File: src/include/t16_pkg.sv
// Shared constants, types and mode decoding for the 16-bit timer core.
`default_nettype none

package t16_pkg;

  // ==========================================================================
  // I/O location map (register index on the 8-bit I/O bus).
  localparam int T16_AW = 4;
  localparam logic [3:0] T16_CTRL_A = 4'h0;
  localparam logic [3:0] T16_CTRL_B = 4'h1;
  localparam logic [3:0] T16_CNT_LO = 4'h2;
  localparam logic [3:0] T16_CNT_HI = 4'h3;
  localparam logic [3:0] T16_CMPA_LO = 4'h4;
  localparam logic [3:0] T16_CMPA_HI = 4'h5;
  localparam logic [3:0] T16_CMPB_LO = 4'h6;
  localparam logic [3:0] T16_CMPB_HI = 4'h7;
  localparam logic [3:0] T16_CMPC_LO = 4'h8;
  localparam logic [3:0] T16_CMPC_HI = 4'h9;
  localparam logic [3:0] T16_CAP_LO = 4'hA;
  localparam logic [3:0] T16_CAP_HI = 4'hB;
  localparam logic [3:0] T16_FLAGS = 4'hC;

  // ==========================================================================
  // Field positions and reset values.
  localparam int T16_A_WGM_LSB = 0;
  localparam int T16_B_CS_LSB = 0;
  localparam int T16_B_WGM_LSB = 3;
  localparam int T16_F_OVF = 0;
  localparam logic [7:0] T16_BYTE_RST = 8'h00;
  localparam logic [15:0] T16_WORD_RST = 16'h0000;
  localparam logic [15:0] T16_MAX = 16'hFFFF;
  localparam logic [15:0] T16_BOTTOM = 16'h0000;
  localparam logic [15:0] T16_TOP_8BIT = 16'h00FF;
  localparam logic [15:0] T16_TOP_9BIT = 16'h01FF;
  localparam logic [15:0] T16_TOP_10BIT = 16'h03FF;

  // ==========================================================================
  // Clock source select codes and prescaler masks (divide ratio minus one).
  localparam logic [2:0] T16_CS_NONE = 3'h0;
  localparam logic [2:0] T16_CS_SYS = 3'h1;
  localparam logic [2:0] T16_CS_DIV8 = 3'h2;
  localparam logic [2:0] T16_CS_DIV64 = 3'h3;
  localparam logic [2:0] T16_CS_DIV256 = 3'h4;
  localparam logic [2:0] T16_CS_DIV1024 = 3'h5;
  localparam logic [2:0] T16_CS_EXT_FALL = 3'h6;
  localparam logic [2:0] T16_CS_EXT_RISE = 3'h7;
  localparam int T16_PRE_W = 10;
  localparam logic [9:0] T16_MASK_8 = 10'h007;
  localparam logic [9:0] T16_MASK_64 = 10'h03F;
  localparam logic [9:0] T16_MASK_256 = 10'h0FF;
  localparam logic [9:0] T16_MASK_1024 = 10'h3FF;

  // ==========================================================================
  // Types.
  typedef enum logic {T16_UP, T16_DOWN} t16_dir_t;

  typedef struct packed {
    logic [3:0] addr;
    logic [7:0] wdata;
    logic wr;
    logic rd;
  } t16_io_req_t;

  typedef struct packed {
    logic [15:0] cnt;
    t16_dir_t dir;
    logic ovf;
  } t16_step_t;

  // ==========================================================================
  // Mode decoding, used by the core and the step logic.
  function automatic logic t16_dual_slope(input logic [3:0] wgm);
    return (wgm inside {4'd1, 4'd2, 4'd3, 4'd8, 4'd9, 4'd10, 4'd11});
  endfunction : t16_dual_slope

  function automatic logic t16_cap_is_top(input logic [3:0] wgm);
    return (wgm inside {4'd8, 4'd10, 4'd12, 4'd14});
  endfunction : t16_cap_is_top

  function automatic logic [15:0] t16_top_of(input logic [3:0] wgm,
                                             input logic [15:0] cmpa,
                                             input logic [15:0] cap);
    unique case (wgm)
      4'd1, 4'd5: return T16_TOP_8BIT;
      4'd2, 4'd6: return T16_TOP_9BIT;
      4'd3, 4'd7: return T16_TOP_10BIT;
      4'd4, 4'd9, 4'd11, 4'd15: return cmpa;
      4'd8, 4'd10, 4'd12, 4'd14: return cap;
      default: return T16_MAX;
    endcase
  endfunction : t16_top_of

endpackage : t16_pkg

`default_nettype wire

File: src/core/t16_tick_select.sv
// Clock source selection: prescaled system ticks or external pin edges.
`default_nettype none

module t16_tick_select (
  // Clock and reset.
  input wire logic mclk_i,
  input wire logic resetn_i,
  // Selection and external pin.
  input wire logic [2:0] clock_source_select_i,
  input wire logic ext_pin_i,
  // Timer tick enable, one cycle wide.
  output logic timer_tick_o
);
  import t16_pkg::*;

  logic [T16_PRE_W-1:0] pre;
  logic [T16_PRE_W-1:0] next_pre;
  logic pin_prev;
  logic next_tick;

  // ==========================================================================
  // Free running prescaler; it is shared by all divided sources so that a
  // change of ratio does not restart the phase.
  always_comb begin
    next_pre = pre + {{(T16_PRE_W-1){1'b0}}, 1'b1};
    next_tick = 1'b0;
    unique case (clock_source_select_i)
      T16_CS_NONE: next_tick = 1'b0;
      T16_CS_SYS: next_tick = 1'b1;
      T16_CS_DIV8: next_tick = ((pre & T16_MASK_8) == T16_MASK_8);
      T16_CS_DIV64: next_tick = ((pre & T16_MASK_64) == T16_MASK_64);
      T16_CS_DIV256: next_tick = ((pre & T16_MASK_256) == T16_MASK_256);
      T16_CS_DIV1024: next_tick = (pre == T16_MASK_1024);
      T16_CS_EXT_FALL: next_tick = pin_prev & ~ext_pin_i;
      T16_CS_EXT_RISE: next_tick = ~pin_prev & ext_pin_i;
    endcase
  end

  // Register the prescaler, the pin history and the tick.
  always_ff @(posedge mclk_i) begin
    if (!resetn_i) begin
      pre <= '0;
      pin_prev <= 1'b0;
      timer_tick_o <= 1'b0;
    end else begin
      pre <= next_pre;
      pin_prev <= ext_pin_i;
      timer_tick_o <= next_tick;
    end
  end

endmodule : t16_tick_select

`default_nettype wire

File: src/core/t16_count_step.sv
// One counting step of the bidirectional counter for the current mode.
`default_nettype none

module t16_count_step (
  // Present counter state.
  input wire logic [15:0] cnt_i,
  input wire t16_pkg::t16_dir_t dir_i,
  // Mode and sequence maximum.
  input wire logic [3:0] wgm_i,
  input wire logic [15:0] top_i,
  // Result of one tick.
  output t16_pkg::t16_step_t step_o
);
  import t16_pkg::*;

  // ==========================================================================
  // Dual slope modes turn at TOP and BOTTOM and flag overflow at BOTTOM.
  // Single slope modes clear after TOP; the >= guards against a TOP lowered
  // below the count, which would otherwise run round the whole range.
  always_comb begin
    step_o.cnt = cnt_i;
    step_o.dir = dir_i;
    step_o.ovf = 1'b0;
    if (t16_dual_slope(wgm_i)) begin
      step_o.ovf = (cnt_i == T16_BOTTOM);
      if (dir_i == T16_UP) begin
        if (cnt_i >= top_i) begin
          step_o.dir = T16_DOWN;
          step_o.cnt = cnt_i - 16'h0001;
        end else begin
          step_o.cnt = cnt_i + 16'h0001;
        end
      end else if (cnt_i == T16_BOTTOM) begin
        step_o.dir = T16_UP;
        step_o.cnt = cnt_i + 16'h0001;
      end else begin
        step_o.cnt = cnt_i - 16'h0001;
      end
    end else begin
      step_o.dir = T16_UP;
      // Clear-on-compare modes still flag overflow only at MAX.
      if (wgm_i == 4'd4 || wgm_i == 4'd12) begin
        step_o.ovf = (cnt_i == T16_MAX);
      end else begin
        step_o.ovf = (cnt_i >= top_i);
      end
      step_o.cnt = (cnt_i >= top_i) ? T16_BOTTOM : cnt_i + 16'h0001;
    end
  end

endmodule : t16_count_step

`default_nettype wire

File: src/core/t16_timer_core.sv
// 16-bit timer/counter with byte-wide CPU access through a shared latch.
`default_nettype none

module t16_timer_core (
  // Clock and reset.
  input wire logic mclk_i,
  input wire logic resetn_i,
  // CPU I/O access, one request per cycle; write and read strobes may both be set.
  input wire t16_pkg::t16_io_req_t io_req_i,
  output logic [7:0] io_rdata_o,
  // External tick pin, synchronous to mclk_i.
  input wire logic ext_pin_i,
  // Counter state for the waveform and capture logic.
  output logic [15:0] timer_count_value_o,
  output logic top_o,
  output logic bottom_o,
  output logic overflow_flag_o
);
  import t16_pkg::*;

  // ==========================================================================
  // Register file state.
  logic [7:0] hi_latch; // Shared by every 16-bit register.
  logic [7:0] next_hi_latch;
  logic [1:0] wgm_lo;
  logic [1:0] next_wgm_lo;
  logic [1:0] wgm_hi;
  logic [1:0] next_wgm_hi;
  logic [2:0] clock_source_select;
  logic [2:0] next_clock_source_select;
  logic [15:0] cmp_a;
  logic [15:0] next_cmp_a;
  logic [15:0] cmp_b;
  logic [15:0] next_cmp_b;
  logic [15:0] cmp_c;
  logic [15:0] next_cmp_c;
  logic [15:0] cap;
  logic [15:0] next_cap;
  logic [7:0] next_rdata;

  // ==========================================================================
  // Counter state.
  logic [15:0] cnt;
  logic [15:0] next_cnt;
  t16_dir_t dir;
  t16_dir_t next_dir;
  logic next_top;
  logic next_bottom;
  logic next_ovf;

  // ==========================================================================
  // Decoded access strobes and mode.
  logic wr_en;
  logic rd_en;
  logic [7:0] wdata;
  logic cnt_lo_wr;
  logic [3:0] wgm;
  logic [15:0] top_val;
  logic timer_tick;
  t16_step_t step;

  assign wr_en = io_req_i.wr;
  assign rd_en = io_req_i.rd;
  assign wdata = io_req_i.wdata;
  assign cnt_lo_wr = wr_en && (io_req_i.addr == T16_CNT_LO);
  assign wgm = {wgm_hi, wgm_lo}; // Split over both control registers.
  assign top_val = t16_top_of(wgm, cmp_a, cap);

  // ==========================================================================
  // Tick source. A select of zero yields no tick at all, so the counter
  // simply holds while CPU access keeps working.
  t16_tick_select u_tick (
    .mclk_i(mclk_i),
    .resetn_i(resetn_i),
    .clock_source_select_i(clock_source_select),
    .ext_pin_i(ext_pin_i),
    .timer_tick_o(timer_tick)
  );

  // One counting step for the current mode.
  t16_count_step u_step (
    .cnt_i(cnt),
    .dir_i(dir),
    .wgm_i(wgm),
    .top_i(top_val),
    .step_o(step)
  );

  // ==========================================================================
  // Register file next values. A write and a read may come in the same
  // cycle; both are honoured, on the single address of the request.
  always_comb begin
    next_hi_latch = hi_latch;
    next_wgm_lo = wgm_lo;
    next_wgm_hi = wgm_hi;
    next_clock_source_select = clock_source_select;
    next_cmp_a = cmp_a;
    next_cmp_b = cmp_b;
    next_cmp_c = cmp_c;
    next_cap = cap;
    next_rdata = io_rdata_o;

    // Writes. Every high location only loads the latch; the low location
    // commits latch plus byte. The latch is left as it was, so one high
    // write can serve several low writes.
    if (wr_en) begin
      unique case (io_req_i.addr)
        T16_CTRL_A: next_wgm_lo = wdata[T16_A_WGM_LSB +: 2];
        T16_CTRL_B: begin
          next_clock_source_select = wdata[T16_B_CS_LSB +: 3];
          next_wgm_hi = wdata[T16_B_WGM_LSB +: 2];
        end
        T16_CNT_HI, T16_CMPA_HI, T16_CMPB_HI, T16_CMPC_HI, T16_CAP_HI: begin
          next_hi_latch = wdata;
        end
        T16_CMPA_LO: next_cmp_a = {hi_latch, wdata};
        T16_CMPB_LO: next_cmp_b = {hi_latch, wdata};
        T16_CMPC_LO: next_cmp_c = {hi_latch, wdata};
        T16_CAP_LO: begin
          // The capture value is only writable while it defines TOP.
          if (t16_cap_is_top(wgm)) begin
            next_cap = {hi_latch, wdata};
          end
        end
        default: begin
        end
      endcase
    end

    // Reads. Low reads of latched registers snapshot the high byte into
    // the latch in the same cycle; compare reads return bytes directly.
    if (rd_en) begin
      unique case (io_req_i.addr)
        T16_CTRL_A: next_rdata = {6'h00, wgm_lo};
        T16_CTRL_B: next_rdata = {3'h0, wgm_hi, clock_source_select};
        T16_CNT_LO: begin
          next_rdata = cnt[7:0];
          next_hi_latch = cnt[15:8];
        end
        T16_CNT_HI: next_rdata = hi_latch;
        T16_CAP_LO: begin
          next_rdata = cap[7:0];
          next_hi_latch = cap[15:8];
        end
        T16_CAP_HI: next_rdata = hi_latch;
        T16_CMPA_LO: next_rdata = cmp_a[7:0];
        T16_CMPA_HI: next_rdata = cmp_a[15:8];
        T16_CMPB_LO: next_rdata = cmp_b[7:0];
        T16_CMPB_HI: next_rdata = cmp_b[15:8];
        T16_CMPC_LO: next_rdata = cmp_c[7:0];
        T16_CMPC_HI: next_rdata = cmp_c[15:8];
        T16_FLAGS: next_rdata = {7'h00, overflow_flag_o};
        default: next_rdata = 8'h00;
      endcase
    end
  end

  // Register file flip-flops.
  always_ff @(posedge mclk_i) begin
    if (!resetn_i) begin
      hi_latch <= T16_BYTE_RST;
      wgm_lo <= 2'b00;
      wgm_hi <= 2'b00;
      clock_source_select <= T16_CS_NONE;
      cmp_a <= T16_WORD_RST;
      cmp_b <= T16_WORD_RST;
      cmp_c <= T16_WORD_RST;
      cap <= T16_WORD_RST;
      io_rdata_o <= T16_BYTE_RST;
    end else begin
      hi_latch <= next_hi_latch;
      wgm_lo <= next_wgm_lo;
      wgm_hi <= next_wgm_hi;
      clock_source_select <= next_clock_source_select;
      cmp_a <= next_cmp_a;
      cmp_b <= next_cmp_b;
      cmp_c <= next_cmp_c;
      cap <= next_cap;
      io_rdata_o <= next_rdata;
    end
  end

  // ==========================================================================
  // Counter next values. A tick applies the mode's step; without one the
  // value holds. A CPU low-byte write replaces the count the step would
  // have made, though the step's direction change still applies; the overflow
  // that step would have raised is dropped, because that count never took place.
  always_comb begin
    next_cnt = cnt;
    next_dir = dir;
    next_ovf = overflow_flag_o;
    if (timer_tick) begin
      next_cnt = step.cnt;
      next_dir = step.dir;
    end
    if (cnt_lo_wr) begin
      next_cnt = {hi_latch, wdata};
    end
    // Writing one clears the flag, but a new overflow in the same cycle
    // wins so that no event is lost.
    if (wr_en && io_req_i.addr == T16_FLAGS && wdata[T16_F_OVF]) begin
      next_ovf = 1'b0;
    end
    if (timer_tick && step.ovf && !cnt_lo_wr) begin
      next_ovf = 1'b1;
    end
    // Indications follow the value the counter is about to hold.
    next_top = (next_cnt == top_val);
    next_bottom = (next_cnt == T16_BOTTOM);
  end

  // Counter flip-flops; every top-level output comes from here or above.
  always_ff @(posedge mclk_i) begin
    if (!resetn_i) begin
      cnt <= T16_WORD_RST;
      dir <= T16_UP;
      top_o <= 1'b0;
      bottom_o <= 1'b1;
      overflow_flag_o <= 1'b0;
      timer_count_value_o <= T16_WORD_RST;
    end else begin
      cnt <= next_cnt;
      dir <= next_dir;
      top_o <= next_top;
      bottom_o <= next_bottom;
      overflow_flag_o <= next_ovf;
      timer_count_value_o <= next_cnt;
    end
  end

endmodule : t16_timer_core

`default_nettype wire

File: config.mk
export PLATFORM = sky130hd
export DESIGN_NAME = t16_timer_core
export DESIGN_NICKNAME = d
export VERILOG_FILES = /design/src/include/t16_pkg.sv /design/src/core/t16_tick_select.sv /design/src/core/t16_count_step.sv /design/src/core/t16_timer_core.sv
export SDC_FILE = /design/constraint.sdc
export NUM_CORES = 1
export LEC_CHECK = 0
export BUFFER_PORTS_ARGS = -buffer_cell sky130_fd_sc_hd__buf_2
export CAP_MARGIN = 40
export CORE_UTILIZATION = 35
export DETAILED_ROUTE_END_ITERATION = 10
export GPL_TIMING_DRIVEN = 0
export PLACE_DENSITY = 0.48
export SLEW_MARGIN = 20
export SYNTH_ARGS = -nofsm -noshare
export SYNTH_HDL_FRONTEND = slang
export SYNTH_SLANG_ARGS = --single-unit
export TNS_END_PERCENT = 1
File: constraint.sdc
create_clock -name mclk_i -period 5.4 [get_ports mclk_i]
set_clock_uncertainty 0.05 [all_clocks]
set_input_delay 0.81 -clock mclk_i [delete_from_list [all_inputs] [get_ports mclk_i]]
set_output_delay 0.81 -clock mclk_i [all_outputs]
set_load 0.05 [all_outputs]
==> impl_results.md <==
* Status: complete, no violations
* Netlist cell types at a little over 80
* WL per Instance at between 20 and 25 um
* DR iter-0 viols at roughly 1100
* Crit-path max FO at 10
* Via count at roughly 8400
* Cell Rows at 53
* Reg area at 2380 um2
* CP Class: register to register
* Worst slew pin tran at 893 ps
* Total global-route track usage at a little under a third
* R2R cell count at 20
* CP arrival at around 5500 ps
* Die span in x at 149 um
* Inserted Clock Buffers at 17
* Sw Pwr at 659 uW
* Slowest stage cell, crit path: or4_1
* Multi-input combinational cell area at approximately 4800 um2
* Final Hold Viols at 0
* Asr flop ratio synth at 0%
* HP Class: register to register
* Clock power share at a little under 50%
* First drt pass iteration count at 5
* Port bufs at 35
* Dpl cells at ~1300
* Top_reg_cell synth: dfxtp_1
* Post-DP HPWL at between 20 and 25 mm
* Wl on met1 at about 15 mm
* Synthesized area at around 7600 um2
* Clk_lat worst skew at between 400 and 500 ps
* Switching part of the total at 27.6%
* Avg Inst Size Synth at roughly 7.4 um2
* Largest stage delay, worst path at around 540 ps
* Aggregate global routing overflow at 0
* Largest net degree at the start of global routing at 17
* TritonCTS clock tree: built
* Area of the core at between 20000 and 25000 um2
* Clk slew on worst S/H paths at roughly 60 ps
* Fmax at 191 MHz
* CP Data Required Time at ~5700 ps
* R2R Setup Slk at approximately 170 ps
* Crit Reg-Reg Startpoint: wgm_lo[0]$_SDFFE_PN0P_
* Gpl congestion at slightly below 1
* Number of synthesized flops with an enable pin at 0
* Drt drc at 0
* Slew Limit Headroom at between 40% and 50%
* Hold Crit Depth at 2
* Fin cells at ~1400
* Post-Syn Instances at ~1000
* Num ports at 44
* Wire length on met3 at around 3.1 mm
* FILL cells at 2227
* Via-to-Cell Ratio at approximately 6.1
* WHS Endpoint: cmp_c[11]$_SDFFE_PN0P_
* Area grow syn2layout at 17.2%
* Antenna violations before repair at 0
* Nets at between 1000 and 1500
* Critical path cell sequence: buf_2 -> nor3_4 -> or2_0 -> clkbuf_2 -> a21o_1 -> inv_1 -> ha_1 -> nand4_1 -> buf_4 -> nor4_4 -> o21ai_1 -> and3_1 -> buf_6 -> a21boi_4 -> buf_4 -> o21ai_1 -> nor2_1 -> o2111ai_1 -> or4_1 -> o41ai_1
* Initial Util at approximately 36%
* Antenna-violating nets left at 0
* Leak Pwr at 3.18 nW
* Die Y at roughly 150 um
* Ratio of cells with drive above 1 in the final layout at a little under an eighth
* Internal at about 1.7 mW
* Sequential share of power at between 30% and 40%
* Final Max Tran Viols at 0
* Kind of end point of the critical path: register
* R2R Path End: bottom_o$_SDFF_PN1_
* Pre-CTS WS at -388 ps
* Top layer in use: met4
* Combinational power share at 12.1%
* Max VDD drop at ~0.21 mV
* Die area at around 22000 um2
* H-Tree Depth at 4
* Seq/Total Area, Yosys at about a third
* #FFs+latches synth at between 100 and 150
* Final Instance Area at between 8000 and 9000 um2
* Syn nets at 1057
* First-pass GRT wire length at a little under 50 mm
* Dpl cell area at 8140 um2
* Total Wirelength at around 34 mm
* Unrepaired setup endpoints after global routing: false
* Final setup viols at 0
* # diodes at 0
* Crit path time final at 5230 ps
* Pwr Total at approximately 2.4 mW
* Vias in the first global route at approximately 7500
* Synth warn at 0
* Startpoint Class: register
* Final period utilization at a little over nine tenths
* Final core occ at a little over two fifths
* Setup WS post-layout at 175 ps
* Met2 routed wirelength at around 15 mm
* Clk root buf: clkbuf_16
* Clock buffer depth at 2
* CTS Sinks at about 120
* Power Density at 269 nW/um2
* Hold Crit Start: cmp_c[11]$_SDFFE_PN0P_
* Hold_ws at approximately 400 ps
* Maxcap violations at 0
* Setup TNS at 0 ps
==> repair_timing <==
item,CTS,global route
gates resized for setup,8,6
pin swaps,1,4
hold buffers,0,0
setup buffers,1,6
setup endpoints to repair,2,2
==> cells in the final DEF, fill, tap and decap left out, types with 19 or more instances in the layout <==
cell type,synthesis,routed
o22ai_1,22,22
buf_2,11,46
xnor2_1,25,25
o21ai_0,32,31
and3_1,23,23
a21oi_1,117,117
dfxtp_1,119,119
and2_1,24,23
inv_1,19,19
nor2_1,78,78
nand2_1,179,179
ha_1,20,20
a22oi_1,23,23
nand3_1,40,40
clkbuf_1,67,67
==> cell families after synthesis <==
family,Yosys count,share of synthesized area [%]
buf+inv,105,5.59
mux,25,3.87
simple gates,419,26.1
xor+xnor,34,3.94
flops,119,31.5
compound gates,298,25.7
fa+ha+maj,20,3.31
==> cells in the mapped netlist (5+ instances only) <==
cell / number / share of area [%]
dfxtp_1: 119 / 31
o21ai_0: 32 / 2.1
nand2_1: 179 / 8.9
nor4_1: 7 / 0.58
nor3_1: 14 / 0.93
a22oi_1: 23 / 2.3
clkbuf_1: 67 / 3.3
nor2b_1: 8 / 0.66
o2111ai_1: 6 / 0.69
a22o_1: 5 / 0.58
xor2_1: 9 / 1.0
nor2_1: 78 / 3.9
a211oi_1: 6 / 0.60
o22ai_1: 22 / 1.8
xnor2_1: 25 / 2.9
buf_2: 11 / 0.73
nand2b_1: 6 / 0.50
inv_1: 19 / 0.94
a21oi_1: 117 / 7.7
nand4_1: 8 / 0.66
a221oi_1: 7 / 0.81
o211ai_1: 7 / 0.69
and2_1: 24 / 2.0
ha_1: 20 / 3.3
nand3_1: 40 / 2.6
a31oi_1: 12 / 0.99
or3_1: 7 / 0.58
and3_1: 23 / 1.9
mux2i_1: 18 / 2.4
==> how the worst max path moves through the flow <==
stage,endpoint,depth (start not counted),slack (ps),start
4_1_cts,bottom_o$_SDFF_PN1_,19,30,wgm_hi[0]$_SDFFE_PN0P_
3_5_place_dp,bottom_o$_SDFF_PN1_,16,-390,wgm_hi[1]$_SDFFE_PN0P_
3_3_place_gp,bottom_o$_SDFF_PN1_,16,-490,wgm_hi[1]$_SDFFE_PN0P_
6_report,bottom_o$_SDFF_PN1_,20,170,wgm_lo[0]$_SDFFE_PN0P_
2_1_floorplan,bottom_o$_SDFF_PN1_,16,1210,wgm_hi[1]$_SDFFE_PN0P_
5_1_grt,bottom_o$_SDFF_PN1_,18,20,wgm_lo[0]$_SDFFE_PN0P_
==> registers in the layout (all words and copies together) (netlist names) <==
register and cells:
clock_source_select 3, cmp_c 16, cmp_a 16, overflow_flag_o 1, bottom_o 1, wgm_hi 2
u_tick.pin_prev 1, top_o 1, wgm_lo 2, hi_latch 8, u_tick.pre 10, cmp_b 16
u_tick.timer_tick_o 1, io_rdata_o 8, cnt 16, cap 16, dir 1
==> worst max-delay path: cells and delay by family (launching register included) <==
| family | cells | cell delay [ps] |
|---|---|---|
| adder cells (fa/ha/maj) | 1 | 300 |
| AO/OA/AOI/OAI | 6 | 1440 |
| AND/OR/NAND/NOR | 7 | 1930 |
| buffers and inverters | 6 | 1080 |
| flip-flops | 1 | 290 |
==> per-layer routing <==
layer / vias up / global-route usage [%]
met4: 0 / 10.4
met1: 4040 / 44.0
li1: 3806 / -
met2: 491 / 46.5
met5: - / 0
met3: 79 / 5.41
==> final cells by class <==
type	instances	area share [%]
buffer	84	3.91
clock buffer	21	5.19
clock inverter	11	1.65
inverter	20	0.846
multi-input combinational	796	54.5
sequential	119	26.9
tap	275	3.88
timing repair buffer	48	3.16
==> power groups by stage <==
stage	sequential, mW	clock [mW]	combinational (mW)
after detailed placement	0.929	0	0.275
after global placement	0.929	0	0.275
after floorplan	0.939	0	0.160
final	0.911	1.19	0.287
after global routing	0.912	1.23	0.302
after CTS	0.910	1.20	0.278
(Power assumes the default switching activity.)
